File: config.mk
export PLATFORM = sky130hd
export DESIGN_NAME = jtag_isp_port_enable
export DESIGN_NICKNAME = d
export VERILOG_FILES = /design/src/tap_fsm.v /design/src/jtag_isp_port_enable.v
export VERILOG_INCLUDE_DIRS = /design/src
export SDC_FILE = /design/constraint.sdc
export NUM_CORES = 1
export LEC_CHECK = 0
export BUFFER_PORTS_ARGS = -buffer_cell sky130_fd_sc_hd__buf_2
export CORE_MARGIN = 3
export CORE_UTILIZATION = 35
export CTS_CLUSTER_DIAMETER = 100
export CTS_CLUSTER_SIZE = 16
export DETAILED_ROUTE_END_ITERATION = 8
export PLACE_DENSITY = 0.58
export SETUP_SLACK_MARGIN = 0.05
export SKIP_CTS_REPAIR_TIMING = 1
export SYNTH_ARGS = -nofsm -noshare
export SYNTH_HDL_FRONTEND = slang
export SYNTH_SLANG_ARGS = --single-unit
File: constraint.sdc
create_clock -name mclk_in -period 3.5 [get_ports mclk_in]
set_input_delay 0.35 -clock mclk_in [delete_from_list [all_inputs] [get_ports mclk_in]]
set_output_delay 0.35 -clock mclk_in [all_outputs]
set_load 0.01 [all_outputs]
File: src/isp_port_defines.vh
/*
 * constants for the serial test port enable block: register offset, field
 * positions, reset values, instruction codes and timing counts.
 * assumes inclusion by bare name from the design files of this block.
 */
`ifndef ISP_PORT_DEFINES_VH
`define ISP_PORT_DEFINES_VH

// register map, offset from io_register_base
`define TEST_PORT_ENABLE_OFS   8'hc7
`define TEST_PORT_ENABLE_BIT   0
`define TEST_PORT_ENABLE_RST   8'h00

// instruction register
`define IR_WIDTH               4
`define IR_RESET_VAL           4'h1
`define INS_ENABLE             4'h2
`define INS_ENABLE_EXT         4'h3
`define INS_CONFIG_OD          4'h4
`define INS_CLEAR_ERR          4'h5
`define INS_DISABLE            4'h6
`define INS_PROGRAM            4'h7
`define INS_SECTOR_ERASE       4'h8
`define INS_VERIFY             4'h9
`define INS_READ               4'ha
`define INS_CHIP_ERASE         4'hb
`define INS_BYPASS             4'hf

// data register: [15] secondary array, [14:12] sector, [11:0] spare
`define DR_WIDTH               16
`define DR_ARRAY_BIT           15
`define DR_SECT_HI             14
`define DR_SECT_LO             12

// sector counts: 8 primary, 4 secondary
`define PRI_SECTORS            8
`define SEC_SECTORS            4

// flash abort recovery, 25 us at 40 MHz, least time rounds up
`define ABORT_RECOVERY_NS      25000
`define CLK_PERIOD_NS          25
`define ABORT_CYCLES           ((`ABORT_RECOVERY_NS + `CLK_PERIOD_NS - 1) / `CLK_PERIOD_NS)

`endif

File: src/tap_fsm.v
/*
 * serial test access controller state machine, stepped by a one-cycle
 * enable marking a rising edge of the test clock.
 * assumes tms_in is stable in the cycle that step_in is high.
 */
`timescale 1ns/1ps
`default_nettype none

module tap_fsm (
    // clock and reset
    input  wire       mclk_in,
    input  wire       nrst_in,
    // control
    input  wire       clear_in,
    input  wire       step_in,
    input  wire       tms_in,
    // state
    output reg  [3:0] state_out
);

    localparam TLR = 4'h0, RTI = 4'h1, SDR = 4'h2, CDR = 4'h3;
    localparam SHDR = 4'h4, E1DR = 4'h5, PDR = 4'h6, E2DR = 4'h7;
    localparam UDR = 4'h8, SIR = 4'h9, CIR = 4'ha, SHIR = 4'hb;
    localparam E1IR = 4'hc, PIR = 4'hd, E2IR = 4'he, UIR = 4'hf;

    reg [3:0] state_nxt;

    always @* begin
        case (state_out)
            TLR:     state_nxt = tms_in ? TLR : RTI;
            RTI:     state_nxt = tms_in ? SDR : RTI;
            SDR:     state_nxt = tms_in ? SIR : CDR;
            CDR:     state_nxt = tms_in ? E1DR : SHDR;
            SHDR:    state_nxt = tms_in ? E1DR : SHDR;
            E1DR:    state_nxt = tms_in ? UDR : PDR;
            PDR:     state_nxt = tms_in ? E2DR : PDR;
            E2DR:    state_nxt = tms_in ? UDR : SHDR;
            UDR:     state_nxt = tms_in ? SDR : RTI;
            SIR:     state_nxt = tms_in ? TLR : CIR;
            CIR:     state_nxt = tms_in ? E1IR : SHIR;
            SHIR:    state_nxt = tms_in ? E1IR : SHIR;
            E1IR:    state_nxt = tms_in ? UIR : PIR;
            PIR:     state_nxt = tms_in ? E2IR : PIR;
            E2IR:    state_nxt = tms_in ? UIR : SHIR;
            UIR:     state_nxt = tms_in ? SDR : RTI;
            default: state_nxt = TLR;
        endcase
    end

    always @(posedge mclk_in or negedge nrst_in) begin
        if (!nrst_in) begin
            state_out <= TLR;
        end else if (clear_in) begin
            state_out <= TLR;
        end else if (step_in) begin
            state_out <= state_nxt;
        end
    end

endmodule

`default_nettype wire

File: src/jtag_isp_port_enable.v
/*
 * in-system-programming serial test port of a memory and logic peripheral:
 * pin dedication, channel activation, extension pins, security lock,
 * sector protection and flash command issue.
 * assumes a separate flash engine answers busy/fail and a port block muxes
 * the pins using the dedicate and drive outputs of this block.
 */
// Summary of operation
// - pins dedicated when nonvolatile bit, runtime bit or product term is true
// - test pins stay inputs until enabling command; only then drive TDO
// - enabling command may also turn on the two extension pins
// - with no condition true, pins return to general-purpose I/O
// - blank device enables basic pins; TMS,TCK,TDI,TDO on bits 0..3
// - ready status on pin 4, error flag on pin 5, command enabled
// - runtime enable register at offset c7 writable by host
// - runtime enable bit cleared by device reset or host write
// - reserved product term enables pins, allowing multiplexing
// - with nonvolatile dedication, device reset does not disturb port
// - with runtime-only enable, device reset prevents or aborts port
// - only programming instructions, no boundary scan
// - error flag low on erase or program failure, held until cleared
// - error cleared by clear command or reset after disable command
// - ready status high while both arrays in read mode
// - ready status low during program, erase or secondary write
// - configuration command makes extension pins open drain
// - security bit refuses all content read-out
// - security bit blocks all flash commands except full-chip erase
// - full-chip erase clears security, device becomes blank
// - each sector has protect bit; erase to protected sector refused
// - device reset aborts flash cycle, read mode after recovery time
`timescale 1ns/1ps
`default_nettype none
`include "isp_port_defines.vh"

module jtag_isp_port_enable (
    // clock and reset
    input  wire        mclk_in,
    input  wire        nrst_in,
    // device reset and configuration
    input  wire        dev_reset_in,
    input  wire        nvm_dedicate_in,
    input  wire        blank_in,
    input  wire        security_in,
    input  wire [11:0] sector_protect_in,
    input  wire        test_select_term_in,
    // register access via io_register_base
    input  wire [7:0]  reg_addr_in,
    input  wire [7:0]  reg_wdata_in,
    input  wire        reg_wr_in,
    input  wire        reg_rd_in,
    output reg  [7:0]  reg_rdata_out,
    // port pins 0..5
    input  wire [5:0]  port_pin_in,
    output wire [5:0]  port_pin_out,
    output wire [5:0]  port_pin_oe_out,
    output wire        pins_dedicated_out,
    // flash engine
    input  wire        flash_busy_in,
    input  wire        flash_fail_in,
    input  wire        sec_writing_in,
    output reg         flash_cmd_out,
    output reg  [3:0]  flash_op_out,
    output reg  [15:0] flash_arg_out,
    output reg         flash_abort_out,
    output reg         security_clear_out
);

    reg  [7:0]  enable_reg_r;
    reg  [2:0]  tck_sync_r, tms_sync_r, tdi_sync_r;
    reg         tck_level_r, tms_level_r, tdi_level_r;
    reg         active_r, ext_en_r, open_drain_r, err_n_r, disabled_r;
    reg  [3:0]  ir_shift_r, ir_r;
    reg  [15:0] dr_shift_r;
    reg         bypass_r, tdo_r;
    reg  [9:0]  abort_cnt_r;
    reg         dev_reset_d_r;
    wire [3:0]  tap_state;
    wire        runtime_en, dedicate, tck_rise, tck_fall, port_hold;
    wire        sect_protected, ready, op_allowed;
    wire [3:0]  sect_index;

    localparam TLR = 4'h0, CDR = 4'h3, SHDR = 4'h4, UDR = 4'h8;
    localparam CIR = 4'ha, SHIR = 4'hb, UIR = 4'hf;
    localparam [31:0] ABORT_LOAD = `ABORT_CYCLES - 1;

    assign runtime_en = enable_reg_r[`TEST_PORT_ENABLE_BIT];
    assign dedicate = nvm_dedicate_in | blank_in | runtime_en | test_select_term_in;
    assign pins_dedicated_out = dedicate;
    assign port_hold = dev_reset_in & ~(nvm_dedicate_in | blank_in);

    // host register, cleared by device reset or host write
    always @(posedge mclk_in or negedge nrst_in) begin
        if (!nrst_in) begin
            enable_reg_r <= `TEST_PORT_ENABLE_RST;
        end else if (dev_reset_in) begin
            enable_reg_r <= `TEST_PORT_ENABLE_RST;
        end else if (reg_wr_in && reg_addr_in == `TEST_PORT_ENABLE_OFS) begin
            enable_reg_r <= reg_wdata_in;
        end
    end

    always @(posedge mclk_in or negedge nrst_in) begin
        if (!nrst_in) begin
            reg_rdata_out <= 8'h00;
        end else if (reg_rd_in && reg_addr_in == `TEST_PORT_ENABLE_OFS) begin
            reg_rdata_out <= enable_reg_r;
        end else begin
            reg_rdata_out <= 8'h00;
        end
    end

    // pin synchronisers: a change counts when stages two and three agree
    always @(posedge mclk_in or negedge nrst_in) begin
        if (!nrst_in) begin
            tck_sync_r  <= 3'b000;
            tms_sync_r  <= 3'b111;
            tdi_sync_r  <= 3'b000;
            tck_level_r <= 1'b0;
            tms_level_r <= 1'b1;
            tdi_level_r <= 1'b0;
        end else begin
            tck_sync_r <= {tck_sync_r[1:0], port_pin_in[1]};
            tms_sync_r <= {tms_sync_r[1:0], port_pin_in[0]};
            tdi_sync_r <= {tdi_sync_r[1:0], port_pin_in[2]};
            if (tck_sync_r[1] == tck_sync_r[2]) tck_level_r <= tck_sync_r[2];
            if (tms_sync_r[1] == tms_sync_r[2]) tms_level_r <= tms_sync_r[2];
            if (tdi_sync_r[1] == tdi_sync_r[2]) tdi_level_r <= tdi_sync_r[2];
        end
    end

    assign tck_rise = dedicate & (tck_sync_r[1] == tck_sync_r[2]) & tck_sync_r[2] & ~tck_level_r;
    assign tck_fall = dedicate & (tck_sync_r[1] == tck_sync_r[2]) & ~tck_sync_r[2] & tck_level_r;

    tap_fsm u_tap (
        .mclk_in   (mclk_in),
        .nrst_in   (nrst_in),
        .clear_in  (~dedicate | port_hold),
        .step_in   (tck_rise),
        .tms_in    (tms_level_r),
        .state_out (tap_state)
    );

    assign sect_index = dr_shift_r[`DR_ARRAY_BIT] ?
                        {2'b10, dr_shift_r[`DR_SECT_LO+1:`DR_SECT_LO]} :
                        {1'b0, dr_shift_r[`DR_SECT_HI:`DR_SECT_LO]};
    assign sect_protected = sector_protect_in[sect_index];
    assign op_allowed = active_r & (~security_in | ir_r == `INS_CHIP_ERASE);
    assign ready = ~flash_busy_in & ~sec_writing_in & ~flash_abort_out;

    // shift paths and instruction handling on test clock edges
    always @(posedge mclk_in or negedge nrst_in) begin
        if (!nrst_in) begin
            ir_shift_r <= `IR_RESET_VAL;
            ir_r       <= `IR_RESET_VAL;
            dr_shift_r <= 16'h0000;
            bypass_r   <= 1'b0;
            active_r   <= 1'b0;
            ext_en_r   <= 1'b0;
            open_drain_r <= 1'b0;
            disabled_r <= 1'b0;
            tdo_r      <= 1'b0;
            flash_cmd_out <= 1'b0;
            flash_op_out  <= 4'h0;
            flash_arg_out <= 16'h0000;
            security_clear_out <= 1'b0;
        end else begin
            flash_cmd_out      <= 1'b0;
            security_clear_out <= 1'b0;
            if (~dedicate | port_hold) begin
                ir_r     <= `IR_RESET_VAL;
                active_r <= 1'b0;
                ext_en_r <= 1'b0;
                open_drain_r <= 1'b0;
            end else if (tck_rise) begin
                case (tap_state)
                    TLR: begin
                        ir_r <= `IR_RESET_VAL;
                    end
                    CIR: begin
                        ir_shift_r <= `IR_RESET_VAL;
                    end
                    SHIR: begin
                        ir_shift_r <= {tdi_level_r, ir_shift_r[3:1]};
                    end
                    CDR: begin
                        if (ir_r == `INS_READ && active_r && !security_in)
                            dr_shift_r <= flash_arg_out;
                        else
                            dr_shift_r <= {14'h0000, ~err_n_r, ready};
                        bypass_r <= 1'b0;
                    end
                    SHDR: begin
                        dr_shift_r <= {tdi_level_r, dr_shift_r[15:1]};
                        bypass_r   <= tdi_level_r;
                    end
                    UIR: begin
                        ir_r <= ir_shift_r;
                        if (ir_shift_r == `INS_ENABLE) begin
                            active_r <= 1'b1;
                            disabled_r <= 1'b0;
                        end
                        if (ir_shift_r == `INS_ENABLE_EXT) begin
                            active_r <= 1'b1;
                            ext_en_r <= 1'b1;
                            disabled_r <= 1'b0;
                        end
                        if (ir_shift_r == `INS_CONFIG_OD && active_r)
                            open_drain_r <= 1'b1;
                        if (ir_shift_r == `INS_DISABLE && active_r) begin
                            active_r   <= 1'b0;
                            ext_en_r   <= 1'b0;
                            disabled_r <= 1'b1;
                        end
                    end
                    UDR: begin
                        if (op_allowed) begin
                            case (ir_r)
                                `INS_PROGRAM, `INS_VERIFY: begin
                                    flash_cmd_out <= 1'b1;
                                    flash_op_out  <= ir_r;
                                    flash_arg_out <= dr_shift_r;
                                end
                                `INS_SECTOR_ERASE: begin
                                    if (!sect_protected) begin
                                        flash_cmd_out <= 1'b1;
                                        flash_op_out  <= ir_r;
                                        flash_arg_out <= dr_shift_r;
                                    end
                                end
                                `INS_CHIP_ERASE: begin
                                    flash_cmd_out <= 1'b1;
                                    flash_op_out  <= ir_r;
                                    security_clear_out <= 1'b1;
                                end
                                default: begin
                                    flash_op_out <= flash_op_out;
                                end
                            endcase
                        end
                    end
                    default: begin
                        bypass_r <= bypass_r;
                    end
                endcase
            end else if (tck_fall) begin
                tdo_r <= (tap_state == SHIR) ? ir_shift_r[0] :
                         (ir_r == `INS_BYPASS) ? bypass_r : dr_shift_r[0];
            end
        end
    end

    // sticky active-low error flag
    always @(posedge mclk_in or negedge nrst_in) begin
        if (!nrst_in) begin
            err_n_r <= 1'b1;
        end else if (flash_fail_in) begin
            err_n_r <= 1'b0; // set wins over clear
        end else if (dedicate && tck_rise && tap_state == UIR && active_r &&
                     ir_shift_r == `INS_CLEAR_ERR) begin
            err_n_r <= 1'b1;
        end else if (dev_reset_in && disabled_r) begin
            err_n_r <= 1'b1;
        end
    end

    // device reset aborts flash cycle for the recovery period
    always @(posedge mclk_in or negedge nrst_in) begin
        if (!nrst_in) begin
            dev_reset_d_r   <= 1'b0;
            abort_cnt_r     <= 10'h000;
            flash_abort_out <= 1'b0;
        end else begin
            dev_reset_d_r <= dev_reset_in;
            if (dev_reset_in && !dev_reset_d_r) begin
                abort_cnt_r     <= ABORT_LOAD[9:0];
                flash_abort_out <= 1'b1;
            end else if (abort_cnt_r != 10'h000) begin
                abort_cnt_r <= abort_cnt_r - 10'h001;
            end else begin
                flash_abort_out <= 1'b0;
            end
        end
    end

    // pin drive: bits 0..2 inputs, 3 TDO, 4 ready, 5 error
    assign port_pin_out[2:0]    = 3'b000;
    assign port_pin_oe_out[2:0] = 3'b000;
    assign port_pin_out[3]      = tdo_r;
    assign port_pin_oe_out[3]   = dedicate & active_r & ~port_hold;
    assign port_pin_out[4]      = open_drain_r ? 1'b0 : ready;
    assign port_pin_oe_out[4]   = dedicate & ext_en_r & (open_drain_r ? ~ready : 1'b1);
    assign port_pin_out[5]      = open_drain_r ? 1'b0 : err_n_r;
    assign port_pin_oe_out[5]   = dedicate & ext_en_r & (open_drain_r ? ~err_n_r : 1'b1);

endmodule

`default_nettype wire

Word-level counts from Yosys, hierarchy flattened
Cells that the tools add are included.
{"block": "classes", "n_addsub": 1, "order_cmp": 1, "n_eq_ne": 32, "mux": 74, "bitwise_logic": 32, "n_reduce_logical": 45}
{"op": "$pmux W16 S2", "count": 2}
{"op": "$eq A4 B4 Y1 const B", "count": 13}
{"op": "$pmux W4 S12", "count": 1}
{"op": "$mux W1", "count": 43}
{"op": "$mux W4", "count": 10}
{"op": "$eq A4 B3 Y1 const B", "count": 8}
{"op": "$mux W16", "count": 2}
{"op": "$mux W8", "count": 3}
{"op": "$pmux W4 S2", "count": 3}
{"op": "$mux W10", "count": 2}
{"op": "$reduce_and A3 Y1", "count": 6}
{"op": "$reduce_bool A2 Y1", "count": 9}
{"op": "$eq A4 B2 Y1 const B", "count": 4}
{"op": "$and A1 B1 Y1", "count": 14}
{"op": "$not A1 Y1", "count": 13}
{"op": "$logic_and A1 B1 Y1", "count": 12}
{"op": "$reduce_and A6 Y1", "count": 2}
{"op": "$reduce_bool A3 Y1", "count": 4}
{"op": "$reduce_bool A10 Y1", "count": 1}
{"op": "$sub A10 B1 Y10 const B", "count": 1}
{"op": "$eq A8 B8 Y1 const B", "count": 1}
{"op": "$mux W2", "count": 3}
{"op": "$mux W3", "count": 2}
{"op": "$reduce_or A2 Y1", "count": 3}
{"op": "other kinds (13)", "count": 23}
{"block": "totals", "reg_bits": 97, "output_inout_bits": 44, "elab_cells": 211}

Depth between registers and ports, before layout
{"block": "logic_depth", "word_depth": 12, "depth_mapped": 8, "ltp_nobuf": 7}

Hierarchy
Synthesis repeated with hierarchy kept, for this count alone.
{"block": "unflattened", "cells_unflattened": 420, "hier_area_um2": 4608.2}
{"module": "jtag_isp_port_enable", "n_inst": 1, "cells_each": 374, "area_per_inst_um2": 4217.8, "seq_area_each_um2": 2336.0}
{"module": "tap_fsm", "n_inst": 1, "cells_each": 46, "area_per_inst_um2": 390.4, "seq_area_each_um2": 100.1}

Worst setup path before layout
Ideal clock, no wire load.
{"block": "synth_path", "path_type": "reg2reg", "start": "register dr_shift_r[12]", "end": "register flash_arg_out[10]", "arrival_ns": 2.199, "required_ns": 3.375, "slack_ns": 1.175, "path_stages_with_launch": 8, "path_buffers": 2, "synth_period_minus_slack_ns": 2.325, "cell_sequence": "dfrtp_1 -> buf_6 -> mux4_2 -> a211oi_2 -> a221oi_2 -> a311oi_4 -> buf_8 -> mux2_4"}
{"block": "synth_via", "elab_chain_len": 5}
{"element": "from (decl)", "line_no": "jtag_isp_port_enable.v:73", "rtl": "reg [15:0] dr_shift_r;"}
{"element": "from (signal assigned)", "line_no": "jtag_isp_port_enable.v:187", "rtl": "dr_shift_r <= flash_arg_out;"}
{"element": "from (signal assigned)", "line_no": "jtag_isp_port_enable.v:189", "rtl": "dr_shift_r <= {14'h0000, ~err_n_r, ready};"}
{"element": "from (signal assigned)", "line_no": "jtag_isp_port_enable.v:193", "rtl": "dr_shift_r <= {tdi_level_r, dr_shift_r[15:1]};"}
{"element": "$mux W4", "line_no": "jtag_isp_port_enable.v:143", "rtl": "assign sect_index = dr_shift_r[`DR_ARRAY_BIT] ?"}
{"element": "$bmux W1 S4", "line_no": "jtag_isp_port_enable.v:146", "rtl": "assign sect_protected = sector_protect_in[sect_index];"}
{"element": "$mux W1 (not written as such)", "line_no": "jtag_isp_port_enable.v:146"}
{"element": "$ne A2 B2 Y1 (no line)"}
{"element": "$reduce_and A6 Y1 (no line)"}
{"element": "to (signal assigned)", "line_no": "jtag_isp_port_enable.v:221", "rtl": "flash_arg_out <= dr_shift_r;"}
{"element": "to (signal assigned)", "line_no": "jtag_isp_port_enable.v:227", "rtl": "flash_arg_out <= dr_shift_r;"}
{"element": "to (decl)", "line_no": "jtag_isp_port_enable.v:63", "rtl": "output reg [15:0] flash_arg_out,"}
No other way between the ends. The select of a mux whose other input is x is not followed.
A chain may end at the register's enable or synchronous reset.

Final worst setup path
{"block": "layout_path", "start": "register u_tap.state_out[3]", "end": "register flash_arg_out[15]"}
{"block": "layout_via", "elab_chain_len": 2}
{"element": "from (decl)", "line_no": "tap_fsm.v:18", "rtl": "output reg [3:0] state_out"}
{"element": "from (signal assigned)", "line_no": "tap_fsm.v:56", "rtl": "state_out <= state_nxt;"}
{"element": "$eq A4 B4 Y1", "line_no": "jtag_isp_port_enable.v:175", "rtl": "case (tap_state)"}
{"element": "$reduce_and A6 Y1 (no line)"}
No other way between the ends.

==> impl_metrics.toml <==
[clock_tree]
cts_buffer_depth = 2
cts_num_sinks = 97
ctsRootBufferMaster = "clkbuf_16"
cts_tree = "done"
cts_buffers = 9
clk_latency_ns = 0.35
cts_max_level = 3
clkTransAtPathRegs_ns = 0.07

[final_layout]
layout-drive-gt1-share_pct = 26.9
num_antenna_cells = 0
fillerInstances = 1254
fin_util_pct = 43.1
final_common_cell = "dfrtp_1"
final_cell_mix = "90 x dfrtp_1, 79 x buf_2, 53 x nand2_1"
syn_to_final_growth_pct = 19.6
instances_no_fill = 688
nets = 558

[pwr]
p_clk_share_pct = 43.6
p_leak_nw = 2.65
sequentialPowerShare_pct = 47.5
peakVddDrop_uv = 293
internal-power_mw = 1.99
switching_share_pct = 24.2
p_total_mw = 2.62
p_sw_mw = 0.633
p_comb_share_pct = 8.9
cellPowerDensity_nw_per_um2 = 480

[sta]
fin_hold_ws_ns = 0.0988
hold_viol = 0
finalCritPeriodShare_pct = 80.9
fmax_mhz = 353
setup_violations = 0
skew_ns = 0.00669
worst_slew_pin_slew_ns = 0.939
fin_crit_ns = 2.83
timing.slew.headroom_pct = 37.4
rsz0062_at_grt = "false"
final_max_slew_viol_count = 0
tns_ns = 0

[drt]
drc = 0
routedWlPerCell_um = 14.4
vias = 3449
firstDrtPassIters = 4
vias_per_cell = 5.01
wl_met2_um = 4510
met3_length_um = 639
routed.top_layer = "met4"
wl_met1_um = 4660
postRouteAntennaNets = 0
wl_um = 9930
drt_iter0_drc = 247

[synth]
synth_edf_count = 0
yosysWarnings = 0
ys_types = 59
synth-seq-cells = 97
synth_ff_type = "dfrtp_1"
synthTopCellsByArea = "dfrtp_1 49%, nand2_1 4.4%, dfstp_2 4.0%"
syn_inst = 436
synth_top_cell_area_share_pct = 49.4
avgSynthCellArea_sq_um = 10.5
synthArstFlopShare_pct = 100
syn-cell-area_sq_um = 4560
ys_seq_area_share_pct = 53.4
yosys.area.top_type = "dfrtp_1"

[worst_setup_path]
cp_slowest_stage_delay_ns = 0.60
crit_path_cell_trace = "nor2b_1 -> nand3_1 -> or4b_4 -> a311oi_4 -> buf_4 -> mux2_2"
crit_type = "reg -> reg"
cp_top_family = "simple AND/OR/NAND/NOR gates"
path_buf_inv = 1
required_ns = 3.74
end_kind = "flip-flop"
crit_slowest_cell = "dfrtp_1"
path_max_fanout = 15
crit_path_start_kind = "flip-flop"
worstPathArrival_ns = 3.07

[grt]
grt-ovfl-total = 0
grt_pass1_vias = 3311
grt_max_degree = 37
track_usage_pct = 14.4
grt_first_pass_wirelength_um = 16600
antenna_found_initial = 0

[floorplanning]
initial_core_util_pct = 36.0
fp.dieH_um = 120
rows = 41
core_sq_um = 12700
num_io_pins = 90
die_area_sq_um = 14400
die_x_um = 120

[flow_run]
max_cap_viol_count = 0

[placed_design]
dp.cells = 671
dp_hpwl_um = 6950
port_buffers = 80
globalplace.congestion = 0.790

[min_path]
hp-class = "in -> reg"

[run_status]
status = "finished, final reports clean"
==> cells in the mapped netlist (2+ instances only) <==
cell type,count
buf_1,2
o21ai_0,29
nand4_1,3
a21oi_1,31
inv_1,10
and3b_1,2
mux2_2,9
a211oi_1,2
dfrtp_1,90
mux4_2,2
maj3_1,3
nor4_1,8
a22o_1,6
mux2_4,10
o211ai_1,2
buf_6,2
nand3_1,7
nor2b_1,10
nand3b_1,4
nor3b_1,3
mux2i_1,15
a21o_1,2
nand2b_1,3
nor3_1,9
or3_1,2
xnor2_1,2
and3_1,22
dfstp_2,7
buf_4,7
and2_1,2
nor2_1,32
clkbuf_1,17
nand2_1,53
o31ai_1,3
==> through the flow <==
stage                     worst slack, ns  cell area [sq um]
final                               0.669               5460
after global routing                0.479               5460
after CTS                           0.636               5450
after detailed placement            0.663               5100
after global placement              0.674               5100
after floorplan                      1.18               4580
==> flip-flops by register name, indices dropped and copies added (netlist names), 4 cells and up <==
signal,flops
enable_reg_r,8
ir_shift_r,4
flash_op_out,4
u_tap.state_out,4
reg_rdata_out,8
ir_r,4
dr_shift_r,16
flash_arg_out,16
abort_cnt_r,10
==> kinds of logic after synthesis <==
logic type               count (synthesis)  share of synthesized area (%)
flip-flops                              97                           53.4
AND/OR/NAND/NOR                        167                           18.6
XOR/XNOR                                 3                          0.576
other                                    1                         0.0822
multiplexers                            36                           9.80
buffers and inverters                   40                           4.47
adder cells (fa/ha/maj)                  4                          0.933
AO/OA/AOI/OAI                           88                           12.1
==> cell type report <==
class | instances | area [sq um] | share of cell area (%)
inverter | 10 | 37.5 | 0.688
clock buffer | 9 | 225 | 4.13
timing repair buffer | 89 | 473 | 8.67
multi-input combinational | 304 | 1940 | 35.6
clock inverter | 7 | 124 | 2.27
tap | 172 | 215 | 3.94
sequential | 97 | 2440 | 44.7
==> final timing paths <==
| path | startpoint | endpoint | slack [ns] | depth (start not counted) |
|---|---|---|---|---|
| min in group asynchronous | nrst_in | flash_cmd_out | 0.46 | 2 |
| max in group asynchronous | nrst_in | ir_shift_r[0] | 2.24 | 3 |
| worst max register to register | u_tap.state_out[3] | flash_arg_out[15] | 0.67 | 6 |
| worst min register to register | tck_sync_r[0] | tck_sync_r[1] | 0.35 | 0 |
| worst max-delay path | u_tap.state_out[3] | flash_arg_out[15] | 0.67 | 6 |
| worst min-delay path | port_pin_in[0] | tms_sync_r[0] | 0.1 | 1 |
==> power groups by stage <==
stage,Combinational (mW),Sequential [mW],Clock [mW]
2_1_floorplan,0.167,1.24,0
4_1_cts,0.235,1.24,1.18
6_report,0.232,1.24,1.14
3_3_place_gp,0.225,1.26,0
5_1_grt,0.271,1.26,1.23
3_5_place_dp,0.233,1.26,0
==> metal layers <==
metal	vias up	global-route usage, %
li1	1678	-
met3	8	4.76
met4	0	4.72
met2	88	22.5
met1	1675	18.9
met5	-	0
==> worst reg2reg max path, delay by kind of cell, from the launching register on <==
| kind | cells | cell delay, ns |
|---|---|---|
| AND/OR/NAND/NOR | 3 | 0.96 |
| flip-flops | 1 | 0.60 |
| multiplexers | 1 | 0.36 |
| buffers and inverters | 1 | 0.33 |
| AO/OA/AOI/OAI | 1 | 0.47 |
No activity file was read; power rests on OpenSTA's default activity.
